**config.mk**
```make
export PLATFORM = sky130hd
export DESIGN_NAME = plc_digital_io_controller
export DESIGN_NICKNAME = d
export VERILOG_FILES = /design/src/logic/plc_io_pkg.sv /design/src/logic/plc_digital_io_controller.sv
export SDC_FILE = /design/constraint.sdc
export NUM_CORES = 1
export LEC_CHECK = 0
export ABC_CLOCK_PERIOD_IN_PS = 4500
export CELL_PAD_IN_SITES_DETAIL_PLACEMENT = 0
export CELL_PAD_IN_SITES_GLOBAL_PLACEMENT = 2
export CORE_MARGIN = 2
export CORE_UTILIZATION = 30
export DETAILED_ROUTE_END_ITERATION = 7
export DONT_BUFFER_PORTS = 1
export GPL_ROUTABILITY_DRIVEN = 0
export PLACE_DENSITY = 0.71
export SLEW_MARGIN = 5
export SYNTH_ARGS = -nofsm -noshare
export SYNTH_HDL_FRONTEND = slang
export SYNTH_SLANG_ARGS = --single-unit
```
**constraint.sdc**
```tcl
create_clock -name CLOCK -period 4.5 [get_ports CLOCK]
set_clock_uncertainty 0.15 [all_clocks]
set_input_delay 0.9 -clock CLOCK [delete_from_list [all_inputs] [get_ports CLOCK]]
set_output_delay 0.9 -clock CLOCK [all_outputs]
set_load 0.005 [all_outputs]
```
**src/logic/plc_io_pkg.sv**
```systemverilog
// Constants for the controller digital I/O block: register map, output
// selections, input functions and sampling timing.
// Assumes a 40 MHz system clock and a simple strobe register port.
package plc_io_pkg;

  // Register byte offsets.
  localparam logic [7:0] OUT_SEL_OFFSET = 8'h00;
  localparam logic [7:0] IN_SEL_OFFSET = 8'h04;
  localparam logic [7:0] CONFIG_OFFSET = 8'h08;
  localparam logic [7:0] MACHINE_OFFSET = 8'h0c;
  localparam logic [7:0] INPUT_OFFSET = 8'h10;
  localparam logic [7:0] COMMAND_OFFSET = 8'h14;

  // Output selection codes, 4 bits per relay.
  localparam logic [3:0] OSEL_TRIGGER1 = 4'h0;
  localparam logic [3:0] OSEL_ZERO = 4'h1;
  localparam logic [3:0] OSEL_READY = 4'h2;
  localparam logic [3:0] OSEL_CAL_ACTIVE = 4'h3;
  localparam logic [3:0] OSEL_CAL_REQUEST = 4'h4;
  localparam logic [3:0] OSEL_FAIL = 4'h5;
  localparam logic [3:0] OSEL_WARNING = 4'h6;
  localparam logic [3:0] OSEL_PURGE = 4'h7;
  localparam logic [3:0] OSEL_OPEN = 4'h8;
  localparam logic [3:0] OSEL_CLOSED = 4'h9;
  localparam logic [3:0] OSEL_RECORDER = 4'ha;
  localparam logic [3:0] OSEL_PUMP_DOWN = 4'hb;
  localparam logic [3:0] OSEL_STANDBY = 4'hc;
  localparam logic [3:0] OSEL_VENTED = 4'hd;
  localparam logic [3:0] OSEL_EMISSION = 4'he;

  // Input function codes, 3 bits per input pin.
  localparam logic [2:0] ISEL_ZERO = 3'h0;
  localparam logic [2:0] ISEL_START = 3'h1;
  localparam logic [2:0] ISEL_STOP = 3'h2;
  localparam logic [2:0] ISEL_PURGE = 3'h3;
  localparam logic [2:0] ISEL_CLEAR = 3'h4;
  localparam logic [2:0] ISEL_CAL = 3'h5;
  localparam logic [2:0] ISEL_CAL_INT = 3'h6;
  localparam logic [2:0] ISEL_CAL_EXT = 3'h7;

  // Control location codes.
  localparam logic [1:0] LOC_LOCAL = 2'h0;
  localparam logic [1:0] LOC_PLC = 2'h1;
  localparam logic [1:0] LOC_ALL = 2'h2;
  localparam logic [1:0] LOC_LOCAL_PLC = 2'h3;

  // Field positions in the config register.
  localparam int CFG_PERIOD_LSB = 0;
  localparam int CFG_LOC_LSB = 8;
  localparam int CFG_REC_LR_BIT = 10;

  // Field positions in the machine state register.
  localparam int MS_EMISSION = 0;
  localparam int MS_ERROR = 1;
  localparam int MS_WARNING = 2;
  localparam int MS_MEASURING = 3;
  localparam int MS_STANDBY = 4;
  localparam int MS_VENTED = 5;
  localparam int MS_PUMP_DOWN = 6;
  localparam int MS_CAL_ACTIVE = 7;
  localparam int MS_CAL_REQUEST = 8;
  localparam int MS_TRIGGER1 = 9;
  localparam int MS_RECORDER_BAD = 10;

  // Command bit positions.
  localparam int CMD_START = 0;
  localparam int CMD_STOP = 1;
  localparam int CMD_VENT = 2;
  localparam int CMD_CLEAR = 3;
  localparam int CMD_CAL_INT = 4;
  localparam int CMD_CAL_EXT = 5;
  localparam int CMD_CAL_CONFIRM = 6;
  localparam int CMD_WIDTH = 7;

  // Sizes and reset values.
  localparam int NUM_OUT = 4;
  localparam int NUM_IN = 3;
  localparam logic [15:0] OUT_SEL_RESET = 16'h9876;
  localparam logic [8:0] IN_SEL_RESET = 9'h050;
  localparam logic [7:0] PERIOD_RESET_MS = 8'h0a;
  localparam logic [1:0] LOC_RESET = 2'h0;
  localparam logic [7:0] VENT_HOLD_RESET = 8'h05;

  // Sampling timing: a millisecond tick from the 40 MHz clock.
  localparam int CLOCK_HZ = 40000000;
  localparam int MS_PER_S = 1000;
  localparam int CYCLES_PER_MS = CLOCK_HZ / MS_PER_S;
  localparam logic [15:0] MS_TICK_LAST = 16'(CYCLES_PER_MS - 1);
  localparam logic [7:0] PERIOD_MIN_MS = 8'd10;
  localparam logic [7:0] PERIOD_MAX_MS = 8'd100;

endpackage : plc_io_pkg

```
**src/logic/plc_digital_io_controller.sv**
```systemverilog
// Digital I/O block that links the machine to an external logic controller:
// selectable relay outputs and edge-driven command inputs.
// Assumes synchronous controller inputs and a strobe register port.
//
// Behaviour
// - Zero output closes while background suppression runs.
// - Ready output closes only when measuring with emission on, no error.
// - Calibration-active output closes while any calibration runs.
// - Calibration-request output opens on a calibration request.
// - Fail output opens on error; warning output opens on warning.
// - Purge output closes while gas ballast is active.
// - Two fixed selections: always open and always closed.
// - Recorder output closes when recorder value invalid, leak-rate mode only.
// - Pump-down output opens while evacuating the test object.
// - Standby output opens in standby or vent; vented opens in vent only.
// - Emission output opens while emission is on.
// - Trigger output opens above trigger level one or when not measuring.
// - Inputs ignored unless control location is PLC, all or local+PLC.
// - Zero input rising starts suppression, falling stops it.
// - Start input rising issues start; falling does nothing.
// - Stop rising issues stop; held longer than set time also vents.
// - Purge input rising activates purge, falling deactivates it.
// - Clear input rising acknowledges the displayed error.
// - Calibration rising: internal in standby, external when measuring.
// - Calibration falling during external calibration confirms leak closed.
// - Internal calibration input rising starts internal calibration always.
// - External calibration input rising starts external; falling confirms.
// - Inputs sampled at a period adjustable from 10 to 100 ms.
//
// Our own choices: the strobed register port and the register addresses.
`timescale 1ns/100ps

module plc_digital_io_controller
#(
  // Last count of the millisecond divider; a bench may shorten the tick.
  parameter logic [15:0] MS_TICK_END = plc_io_pkg::MS_TICK_LAST
)
(
  input wire logic CLOCK,
  input wire logic RESET,
  input wire logic [7:0] ADDR,
  input wire logic [31:0] WDATA,
  input wire logic WRITE,
  input wire logic READ,
  output logic [31:0] RDATA,
  input wire logic [plc_io_pkg::NUM_IN-1:0] PLC_IN,
  output logic [plc_io_pkg::NUM_OUT-1:0] RELAY_CLOSED,
  output logic ZERO_ACTIVE,
  output logic PURGE_ACTIVE,
  output logic [plc_io_pkg::CMD_WIDTH-1:0] COMMAND
);
  import plc_io_pkg::*;

  logic [15:0] out_sel_reg;
  logic [8:0] in_sel_reg;
  logic [7:0] period_reg;
  logic [1:0] loc_reg;
  logic rec_lr_reg;
  logic [7:0] vent_hold_reg;
  logic [10:0] machine_reg;
  logic [NUM_IN-1:0] sample_reg;
  logic [NUM_IN-1:0] prev_reg;
  logic [15:0] ms_count_reg;
  logic ms_tick;
  logic [7:0] period_count_reg;
  logic sample_tick;
  logic [7:0] period_eff;
  logic plc_allowed;
  logic [7:0] stop_hold_reg;
  logic stop_armed_reg;
  logic ext_cal_reg;
  logic [CMD_WIDTH-1:0] cmd_next;
  logic zero_next;
  logic purge_next;
  logic ext_cal_next;
  logic stop_level;
  logic stop_rise;

  // Register writes; machine state is fed in by firmware through a register.
  always_ff @(posedge CLOCK)
  begin
    if (RESET)
    begin
      out_sel_reg <= OUT_SEL_RESET;
      in_sel_reg <= IN_SEL_RESET;
      period_reg <= PERIOD_RESET_MS;
      loc_reg <= LOC_RESET;
      rec_lr_reg <= 1'b0;
      vent_hold_reg <= VENT_HOLD_RESET;
      machine_reg <= 11'h000;
    end
    else if (WRITE)
    begin
      case (ADDR)
        OUT_SEL_OFFSET: out_sel_reg <= WDATA[15:0];
        IN_SEL_OFFSET: in_sel_reg <= WDATA[8:0];
        CONFIG_OFFSET:
        begin
          period_reg <= WDATA[CFG_PERIOD_LSB +: 8];
          loc_reg <= WDATA[CFG_LOC_LSB +: 2];
          rec_lr_reg <= WDATA[CFG_REC_LR_BIT];
          vent_hold_reg <= WDATA[23:16];
        end
        MACHINE_OFFSET: machine_reg <= WDATA[10:0];
        default: ;
      endcase
    end
  end

  // Reads answer one cycle later; unmapped addresses read zero.
  always_ff @(posedge CLOCK)
  begin
    if (RESET)
      RDATA <= 32'h0000_0000;
    else if (READ)
    begin
      case (ADDR)
        OUT_SEL_OFFSET: RDATA <= {16'h0000, out_sel_reg};
        IN_SEL_OFFSET: RDATA <= {23'h000000, in_sel_reg};
        CONFIG_OFFSET: RDATA <= {8'h00, vent_hold_reg, 5'h00, rec_lr_reg,
                                 loc_reg, period_reg};
        MACHINE_OFFSET: RDATA <= {21'h000000, machine_reg};
        INPUT_OFFSET: RDATA <= {24'h000000, ext_cal_reg, PURGE_ACTIVE,
                                ZERO_ACTIVE, 2'h0, sample_reg};
        default: RDATA <= 32'h0000_0000;
      endcase
    end
    else
      RDATA <= 32'h0000_0000;
  end

  // Out-of-range settings are clamped so the period never leaves its span.
  always_comb
  begin
    if (period_reg < PERIOD_MIN_MS)
      period_eff = PERIOD_MIN_MS;
    else if (period_reg > PERIOD_MAX_MS)
      period_eff = PERIOD_MAX_MS;
    else
      period_eff = period_reg;
  end

  // Millisecond divider, then a period divider giving one-cycle sample ticks.
  always_ff @(posedge CLOCK)
  begin
    if (RESET)
    begin
      ms_count_reg <= 16'h0000;
      period_count_reg <= 8'h00;
    end
    else if (ms_count_reg == MS_TICK_END)
    begin
      ms_count_reg <= 16'h0000;
      if (period_count_reg >= period_eff - 8'h01)
        period_count_reg <= 8'h00;
      else
        period_count_reg <= period_count_reg + 8'h01;
    end
    else
      ms_count_reg <= ms_count_reg + 16'h0001;
  end

  assign ms_tick = (ms_count_reg == MS_TICK_END);
  assign sample_tick = ms_tick && (period_count_reg >= period_eff - 8'h01);

  // Inputs are only looked at on sample ticks, so short glitches pass unseen.
  always_ff @(posedge CLOCK)
  begin
    if (RESET)
    begin
      sample_reg <= '0;
      prev_reg <= '0;
    end
    else if (sample_tick)
    begin
      prev_reg <= sample_reg;
      sample_reg <= PLC_IN;
    end
  end

  assign plc_allowed = (loc_reg == LOC_PLC) || (loc_reg == LOC_ALL) ||
                       (loc_reg == LOC_LOCAL_PLC);

  // Edge decode: one pass per pin, valid only in the cycle after a sample.
  logic edge_phase_reg;
  always_ff @(posedge CLOCK)
  begin
    if (RESET)
      edge_phase_reg <= 1'b0;
    else
      edge_phase_reg <= sample_tick;
  end

  always_comb
  begin
    cmd_next = '0;
    zero_next = ZERO_ACTIVE;
    purge_next = PURGE_ACTIVE;
    ext_cal_next = ext_cal_reg;
    stop_level = 1'b0;
    stop_rise = 1'b0;
    for (int i = 0; i < NUM_IN; i++)
    begin
      logic rise;
      logic fall;
      logic [2:0] fn;
      rise = edge_phase_reg && plc_allowed && sample_reg[i] && !prev_reg[i];
      fall = edge_phase_reg && plc_allowed && !sample_reg[i] && prev_reg[i];
      fn = in_sel_reg[3*i +: 3];
      case (fn)
        ISEL_ZERO:
        begin
          if (rise)
            zero_next = 1'b1;
          if (fall)
            zero_next = 1'b0;
        end
        ISEL_START:
          if (rise)
            cmd_next[CMD_START] = 1'b1;
        ISEL_STOP:
        begin
          stop_level = stop_level | (plc_allowed && sample_reg[i]);
          if (rise)
          begin
            cmd_next[CMD_STOP] = 1'b1;
            stop_rise = 1'b1;
          end
        end
        ISEL_PURGE:
        begin
          if (rise)
            purge_next = 1'b1;
          if (fall)
            purge_next = 1'b0;
        end
        ISEL_CLEAR:
          if (rise)
            cmd_next[CMD_CLEAR] = 1'b1;
        ISEL_CAL:
        begin
          if (rise && machine_reg[MS_STANDBY])
            cmd_next[CMD_CAL_INT] = 1'b1;
          else if (rise && machine_reg[MS_MEASURING])
          begin
            cmd_next[CMD_CAL_EXT] = 1'b1;
            ext_cal_next = 1'b1;
          end
          if (fall && ext_cal_reg)
          begin
            cmd_next[CMD_CAL_CONFIRM] = 1'b1;
            ext_cal_next = 1'b0;
          end
        end
        ISEL_CAL_INT:
          if (rise)
            cmd_next[CMD_CAL_INT] = 1'b1;
        ISEL_CAL_EXT:
        begin
          if (rise)
          begin
            cmd_next[CMD_CAL_EXT] = 1'b1;
            ext_cal_next = 1'b1;
          end
          if (fall && ext_cal_reg)
          begin
            cmd_next[CMD_CAL_CONFIRM] = 1'b1;
            ext_cal_next = 1'b0;
          end
        end
        default: ;
      endcase
    end
  end

  // Held-stop timer counts sample periods; vent fires once per stop press.
  always_ff @(posedge CLOCK)
  begin
    if (RESET)
    begin
      stop_hold_reg <= 8'h00;
      stop_armed_reg <= 1'b0;
    end
    else if (edge_phase_reg)
    begin
      if (stop_rise)
      begin
        stop_hold_reg <= 8'h00;
        stop_armed_reg <= 1'b1;
      end
      else if (!stop_level)
        stop_armed_reg <= 1'b0;
      else if (stop_armed_reg)
      begin
        if (stop_hold_reg >= vent_hold_reg)
          stop_armed_reg <= 1'b0;
        else
          stop_hold_reg <= stop_hold_reg + 8'h01;
      end
    end
  end

  // Command pulses and function states; pulses last exactly one cycle.
  always_ff @(posedge CLOCK)
  begin
    if (RESET)
    begin
      COMMAND <= '0;
      ZERO_ACTIVE <= 1'b0;
      PURGE_ACTIVE <= 1'b0;
      ext_cal_reg <= 1'b0;
    end
    else
    begin
      COMMAND <= cmd_next;
      if (edge_phase_reg && stop_armed_reg && stop_level && !stop_rise &&
          stop_hold_reg >= vent_hold_reg)
        COMMAND[CMD_VENT] <= 1'b1;
      ZERO_ACTIVE <= zero_next;
      PURGE_ACTIVE <= purge_next;
      // A new start wins over a confirm that lands in the same sample.
      ext_cal_reg <= ext_cal_next || cmd_next[CMD_CAL_EXT];
    end
  end

  // Relay drive: a 1 closes the contact. Negative-sense selections invert.
  always_ff @(posedge CLOCK)
  begin
    if (RESET)
      RELAY_CLOSED <= '0;
    else
    begin
      for (int r = 0; r < NUM_OUT; r++)
      begin
        case (out_sel_reg[4*r +: 4])
          OSEL_TRIGGER1:
            RELAY_CLOSED[r] <= !(machine_reg[MS_TRIGGER1] ||
                                 !machine_reg[MS_MEASURING]);
          OSEL_ZERO: RELAY_CLOSED[r] <= ZERO_ACTIVE;
          OSEL_READY:
            RELAY_CLOSED[r] <= machine_reg[MS_MEASURING] &&
                               machine_reg[MS_EMISSION] &&
                               !machine_reg[MS_ERROR];
          OSEL_CAL_ACTIVE:
            RELAY_CLOSED[r] <= machine_reg[MS_CAL_ACTIVE];
          OSEL_CAL_REQUEST:
            RELAY_CLOSED[r] <= !machine_reg[MS_CAL_REQUEST];
          OSEL_FAIL: RELAY_CLOSED[r] <= !machine_reg[MS_ERROR];
          OSEL_WARNING: RELAY_CLOSED[r] <= !machine_reg[MS_WARNING];
          OSEL_PURGE: RELAY_CLOSED[r] <= PURGE_ACTIVE;
          OSEL_OPEN: RELAY_CLOSED[r] <= 1'b0;
          OSEL_CLOSED: RELAY_CLOSED[r] <= 1'b1;
          OSEL_RECORDER:
            RELAY_CLOSED[r] <= rec_lr_reg &&
                               machine_reg[MS_RECORDER_BAD];
          OSEL_PUMP_DOWN:
            RELAY_CLOSED[r] <= !machine_reg[MS_PUMP_DOWN];
          OSEL_STANDBY:
            RELAY_CLOSED[r] <= !(machine_reg[MS_STANDBY] ||
                                 machine_reg[MS_VENTED]);
          OSEL_VENTED: RELAY_CLOSED[r] <= !machine_reg[MS_VENTED];
          OSEL_EMISSION:
            RELAY_CLOSED[r] <= !machine_reg[MS_EMISSION];
          default: RELAY_CLOSED[r] <= 1'b0;
        endcase
      end
    end
  end

endmodule : plc_digital_io_controller

```
After elaboration in Yosys (flattened, before gate mapping)
Index checks and enable logic that the tools add are counted.
{ "word_totals": {"register_bits": 141, "word_cells": 278} }
{ "classes": {"bitwise": 3, "n_reduce_logical": 71, "n_mux": 94, "order_cmp": 4, "add_sub_neg": 4, "eq_ne": 82} }
{ "op_table": {"columns": ["op", "n"], "rows": [
  ["case mux 24 bit (5 select lines)", 1],
  ["equality test 4 bit (second input constant)", 24],
  ["2-to-1 mux 1 bit", 73],
  ["equality test 4 x 3 -> 1 bit (second input constant)", 16],
  ["2-to-1 mux 8 bit", 7],
  ["case mux 1 bit (14 select lines)", 4],
  ["equality test 3 bit (second input constant)", 12],
  ["logical AND 1 bit", 33],
  ["equality test 4 x 2 -> 1 bit (second input constant)", 8],
  ["equality test 3 x 2 -> 1 bit (second input constant)", 6],
  ["adder 16 x 1 -> 16 bit (second input constant)", 1],
  ["adder 8 x 1 -> 8 bit (second input constant)", 2],
  ["equality test 16 bit (second input constant)", 1],
  ["equality test 4 x 1 -> 1 bit (second input constant)", 4],
  ["equality test 8 x 4 -> 1 bit (second input constant)", 2],
  [">= comparator 8 bit", 2],
  ["logical NOT 1 bit", 16],
  ["logical NOT 4 bit", 4],
  ["case mux 1 bit (2 select lines)", 6],
  ["case mux 2 bit (2 select lines)", 3],
  ["equality test 3 x 1 -> 1 bit (second input constant)", 3],
  ["logical NOT 3 bit", 3],
  ["equality test 8 x 3 -> 1 bit (second input constant)", 1],
  ["equality test 8 x 5 -> 1 bit (second input constant)", 1],
  ["14 further kinds", 25]
]} }

Depth between registers and ports, before layout
{ "depth": {"depth_word": 20, "mapped_depth": 13, "ltp_nobuf": 13} }

Least setup slack after synthesis
No wires, ideal clock.
{ "synth_path": {"path_kind": "reg-to-reg", "startpoint": "register period_reg[3]", "endpoint": "register prev_reg[2]", "path_buffers": 0, "setup_slack_ns": 1.238, "setup_time_ns": 0.116, "arrival_ns": 2.996, "path_stages_with_launch": 12, "t_required_ns": 4.234, "path_cell_list": "dfxtp_1 -> or2_2 -> nand2b_1 -> a31oi_1 -> nand3b_1 -> ha_1 -> ha_1 -> a21o_1 -> a211o_1 -> a221o_1 -> and4_1 -> a31o_2"} }
{ "synth_between": {"elab_chain_cells": 6, "elab_cells_between_ends": 7, "classes_between": "1 x add/sub; 3 x order compare; 2 x mux; 1 x reduce/logical"} }
{ "synth_rtl": {"columns": ["item", "line", "source"], "rows": [
  ["start: declaration", "plc_digital_io_controller.sv:56", "logic [7:0] period_reg;"],
  ["start signal: assignment", "plc_digital_io_controller.sv:99", "period_reg <= WDATA[CFG_PERIOD_LSB +: 8];"],
  ["greater-than comparator 8 x 7 -> 1 bit", "plc_digital_io_controller.sv:137", "else if (period_reg > PERIOD_MAX_MS)"],
  ["2-to-1 mux 8 bit", "plc_digital_io_controller.sv:137", null],
  ["2-to-1 mux 8 bit *", "plc_digital_io_controller.sv:135", "if (period_reg < PERIOD_MIN_MS)"],
  ["subtractor 8 x 1 -> 8 bit *", "plc_digital_io_controller.sv:164", "assign sample_tick = ms_tick && (period_count_reg >= period_eff - 8'h01);"],
  [">= comparator 8 bit *", "plc_digital_io_controller.sv:164", null],
  ["logical AND 1 bit *", "plc_digital_io_controller.sv:164", null],
  ["end signal: assignment", "plc_digital_io_controller.sv:176", "prev_reg <= sample_reg;"],
  ["end: declaration", "plc_digital_io_controller.sv:62", "logic [NUM_IN-1:0] prev_reg;"]
]} }
Mark *: on every way between the ends. The rest lies on a longest branch, timed or not.
A chain may end at the register's enable or synchronous reset.

Worst setup path in the final report
{ "layout_path": {"startpoint": "register period_reg[3]", "endpoint": "register period_count_reg[4]"} }
{ "layout_between": {"elab_chain_cells": 6, "elab_cells_between_ends": 7, "classes_between": "1 x add/sub; 3 x order compare; 3 x mux"} }
{ "layout_rtl": {"columns": ["item", "line", "source"], "rows": [
  ["greater-than comparator 8 x 7 -> 1 bit", "plc_digital_io_controller.sv:137", null],
  ["2-to-1 mux 8 bit", "plc_digital_io_controller.sv:137", null],
  ["2-to-1 mux 8 bit *", "plc_digital_io_controller.sv:135", null],
  ["subtractor 8 x 1 -> 8 bit *", "plc_digital_io_controller.sv:154", "if (period_count_reg >= period_eff - 8'h01)"],
  [">= comparator 8 bit *", "plc_digital_io_controller.sv:154", null],
  ["2-to-1 mux 8 bit *", "plc_digital_io_controller.sv:154", null],
  ["end signal: assignment", "plc_digital_io_controller.sv:157", "period_count_reg <= period_count_reg + 8'h01;"],
  ["end: declaration", "plc_digital_io_controller.sv:65", "logic [7:0] period_count_reg;"]
]} }
Marks and branches as above.

==> metrics.txt <==
Die Ht around 150 um; Routed Antenna Nets 0; First-pass DRT Iterations 5; post-DR vias/cell around 5.3; global route overflow 0; first-pass GRT wire length a little under 30,000 um; drt first-iter violations approximately 440; setup TNS 0 ns; setup bufs post-CTS 0; Clock Tree Root clkbuf_16; final instance area just over 7000 um^2; area delta synth->final 10.71%; I/O pins 92; average footprint of a synthesized cell approximately 8.4 um^2; final cycle utilization of the critical path 82.13%; main area contributors after synthesis dfxtp_1 41%, nand2_1 6.9%, a21oi_1 5.5%; worst slack, placed between 0.8 and 0.9 ns; Worst slew margin 35.18%; critical path class reg -> reg; IO buf count 0; Final Setup Violations 0; required time worst endpoint 4.71 ns; synth warn 0; clock sink count about 130; Rows 53; flops & latches, synth between 100 and 150; initial antenna violation count 0; clk_lat worst skew about 0.43 ns; Critical Path End Type flip-flop; P_leak 2.665 nW; Synth cell types 66; most frequent cells after synthesis 133 x dfxtp_1, 119 x nand2_1, 77 x nor2_1, 71 x a21oi_1, 33 x clkbuf_1; count leader, synth dfxtp_1; Startpoint Class flip-flop; CTS tree done; Post-synth EDFFs 0; Worst-path clk slew 0.06 ns; total wire length 18,490 um; Chip Width 151.3 um; Synth top area share between 40% and 50%; Worst IR Drop VDD 208.0 uV; vias in the first global route about 5.3k; Main synth FF type dfxtp_1; area leader, netlist dfxtp_1; post-route minimum period approximately 3.7 ns; multi-input logic area 3543 um^2; ANT cells 0; Hold Path Class reg -> reg; worst slew pin tran between 0.9 and 1 ns; Max Cap Viol 0; Final Max Tran Viols 0; final worst slack a little over 0.8 ns; Filler cells 2,184; FFs w/ async S/R, synth 0%; TritonCTS Buffers 17; area of the die around 23,000 um^2; Post-CTS Hold Fix Bufs 0; worst path arrival time 3.91 ns; WL/cell 17.85 um; DR DRC count 0; Starting Density a little over 30%; layout cell share with drive strength beyond 1 under 10%; global router's overall resource usage approximately 17%; Design Power approximately 2.6 mW; Register Area between 2000 and 3000 um^2; core area 21,150 um^2; power per cell area 357.4 nW/um^2; Final nets between 800 and 900; Syn Std Cell Area 6510 um^2; status finished, final reports clean; placed instance area between 6000 and 7000 um^2; RSZ-0062 raised after global routing no; fmax ~270 MHz; vias about 5.5k; max reg flops 24; reg2reg setup slack 0.80 ns; final hold vios 0; synthesized instance count roughly 770; number of gates resized after CTS 0; CTS HTree Levels 4; Worst Path Max Fanout 6; largest net degree at the start of global routing 69; largest buffer count on any clock path 2; sequential-to-total area share from yosys stat 40.90%; dpl hpwl 13,300 um; Hold Slack 0.3196 ns
-- final cells by class --
class                   instances  area share [%]
clock inverters                14           1.771
well taps                     275           4.774
repair buffers                  4          0.4167
multi-input cells             576           49.17
inverters                      16          0.8333
clock buffers                  18           6.094
flip-flops and latches        133           36.94
-- per-layer routing --
metal / share of wire, % / up-vias / wire length [um] / GRT usage, %
met5: 0 / - / 0 / 0
met4: 1.9 / 0 / 348 / 5.888
met3: 6.5 / 21 / 1197 / 4.006
met2: 45 / 187 / 8291 / 25.68
met1: 47 / 2615 / 8653 / 23.02
li1: - / 2669 / - / -
-- power breakdown --
part           internal (mW)  switching (mW)
Clock                  0.778           0.568
Combinational         0.0168          0.0222
Sequential              1.18         0.00799
Total                   1.98           0.598
-- worst max-delay path: stages (launching register included) --
cell      delay [ns]
dfxtp_1         0.36
or2_2           0.33
a311oi_1        0.35
nand2_1         0.11
nor3_1          0.20
o21ai_0         0.15
a221oi_1        0.31
ha_1            0.30
a21o_1          0.18
a21o_1          0.18
a221oi_1        0.66
a21oi_2         0.22
nor2_1          0.14
-- placed cells by master (no fill, tap or decap), types with 5 or more instances in the layout --
master	instances
nand3b_1	7
mux2_2	8
mux2i_1	13
conb_1	9
mux4_2	9
a22o_1	9
nand2b_1	10
and3_1	24
o21ai_0	29
or3_1	5
a31oi_1	9
a21oi_1	71
nor3_1	7
nor2b_1	6
xnor2_1	5
clkbuf_16	17
nand3_1	32
nand4_1	11
and2_1	6
a222oi_1	6
xor2_1	19
ha_1	20
dfxtp_1	133
inv_1	15
nand2_1	119
nor2_1	77
a211oi_1	5
-- through the flow --
stage / util [%] / cells
finish: 34.07 / 1036
floorplan: - / 779
detailed placement: 31.39 / 1004
global route: 34.07 / 1036
CTS: 34.07 / 1036
global placement: 31.39 / 1004
-- cell families (layout without fill, tap and decap cells) --
logic type               Yosys count  after routing  share of synthesized area [%]
AO/OA/AOI/OAI                    162            162                          15.40
XOR/XNOR                          24             24                          3.229
adder cells (fa/ha/maj)           20             20                          3.844
buffers and inverters             70             52                          5.074
flip-flops                       133            133                          40.90
multiplexers                      30             30                          6.496
other                              2              9                         0.1154
AND/OR/NAND/NOR                  331            331                          24.95
-- final timing paths --
kind | startpoint | end | depth (start not counted)
max | period_reg[3] | period_count_reg[4] | 12
min | vent_hold_reg[5] | vent_hold_reg[5] | 2
max reg2reg | period_reg[3] | period_count_reg[4] | 12
min reg2reg | vent_hold_reg[5] | vent_hold_reg[5] | 2
(Power assumes the default switching activity.)
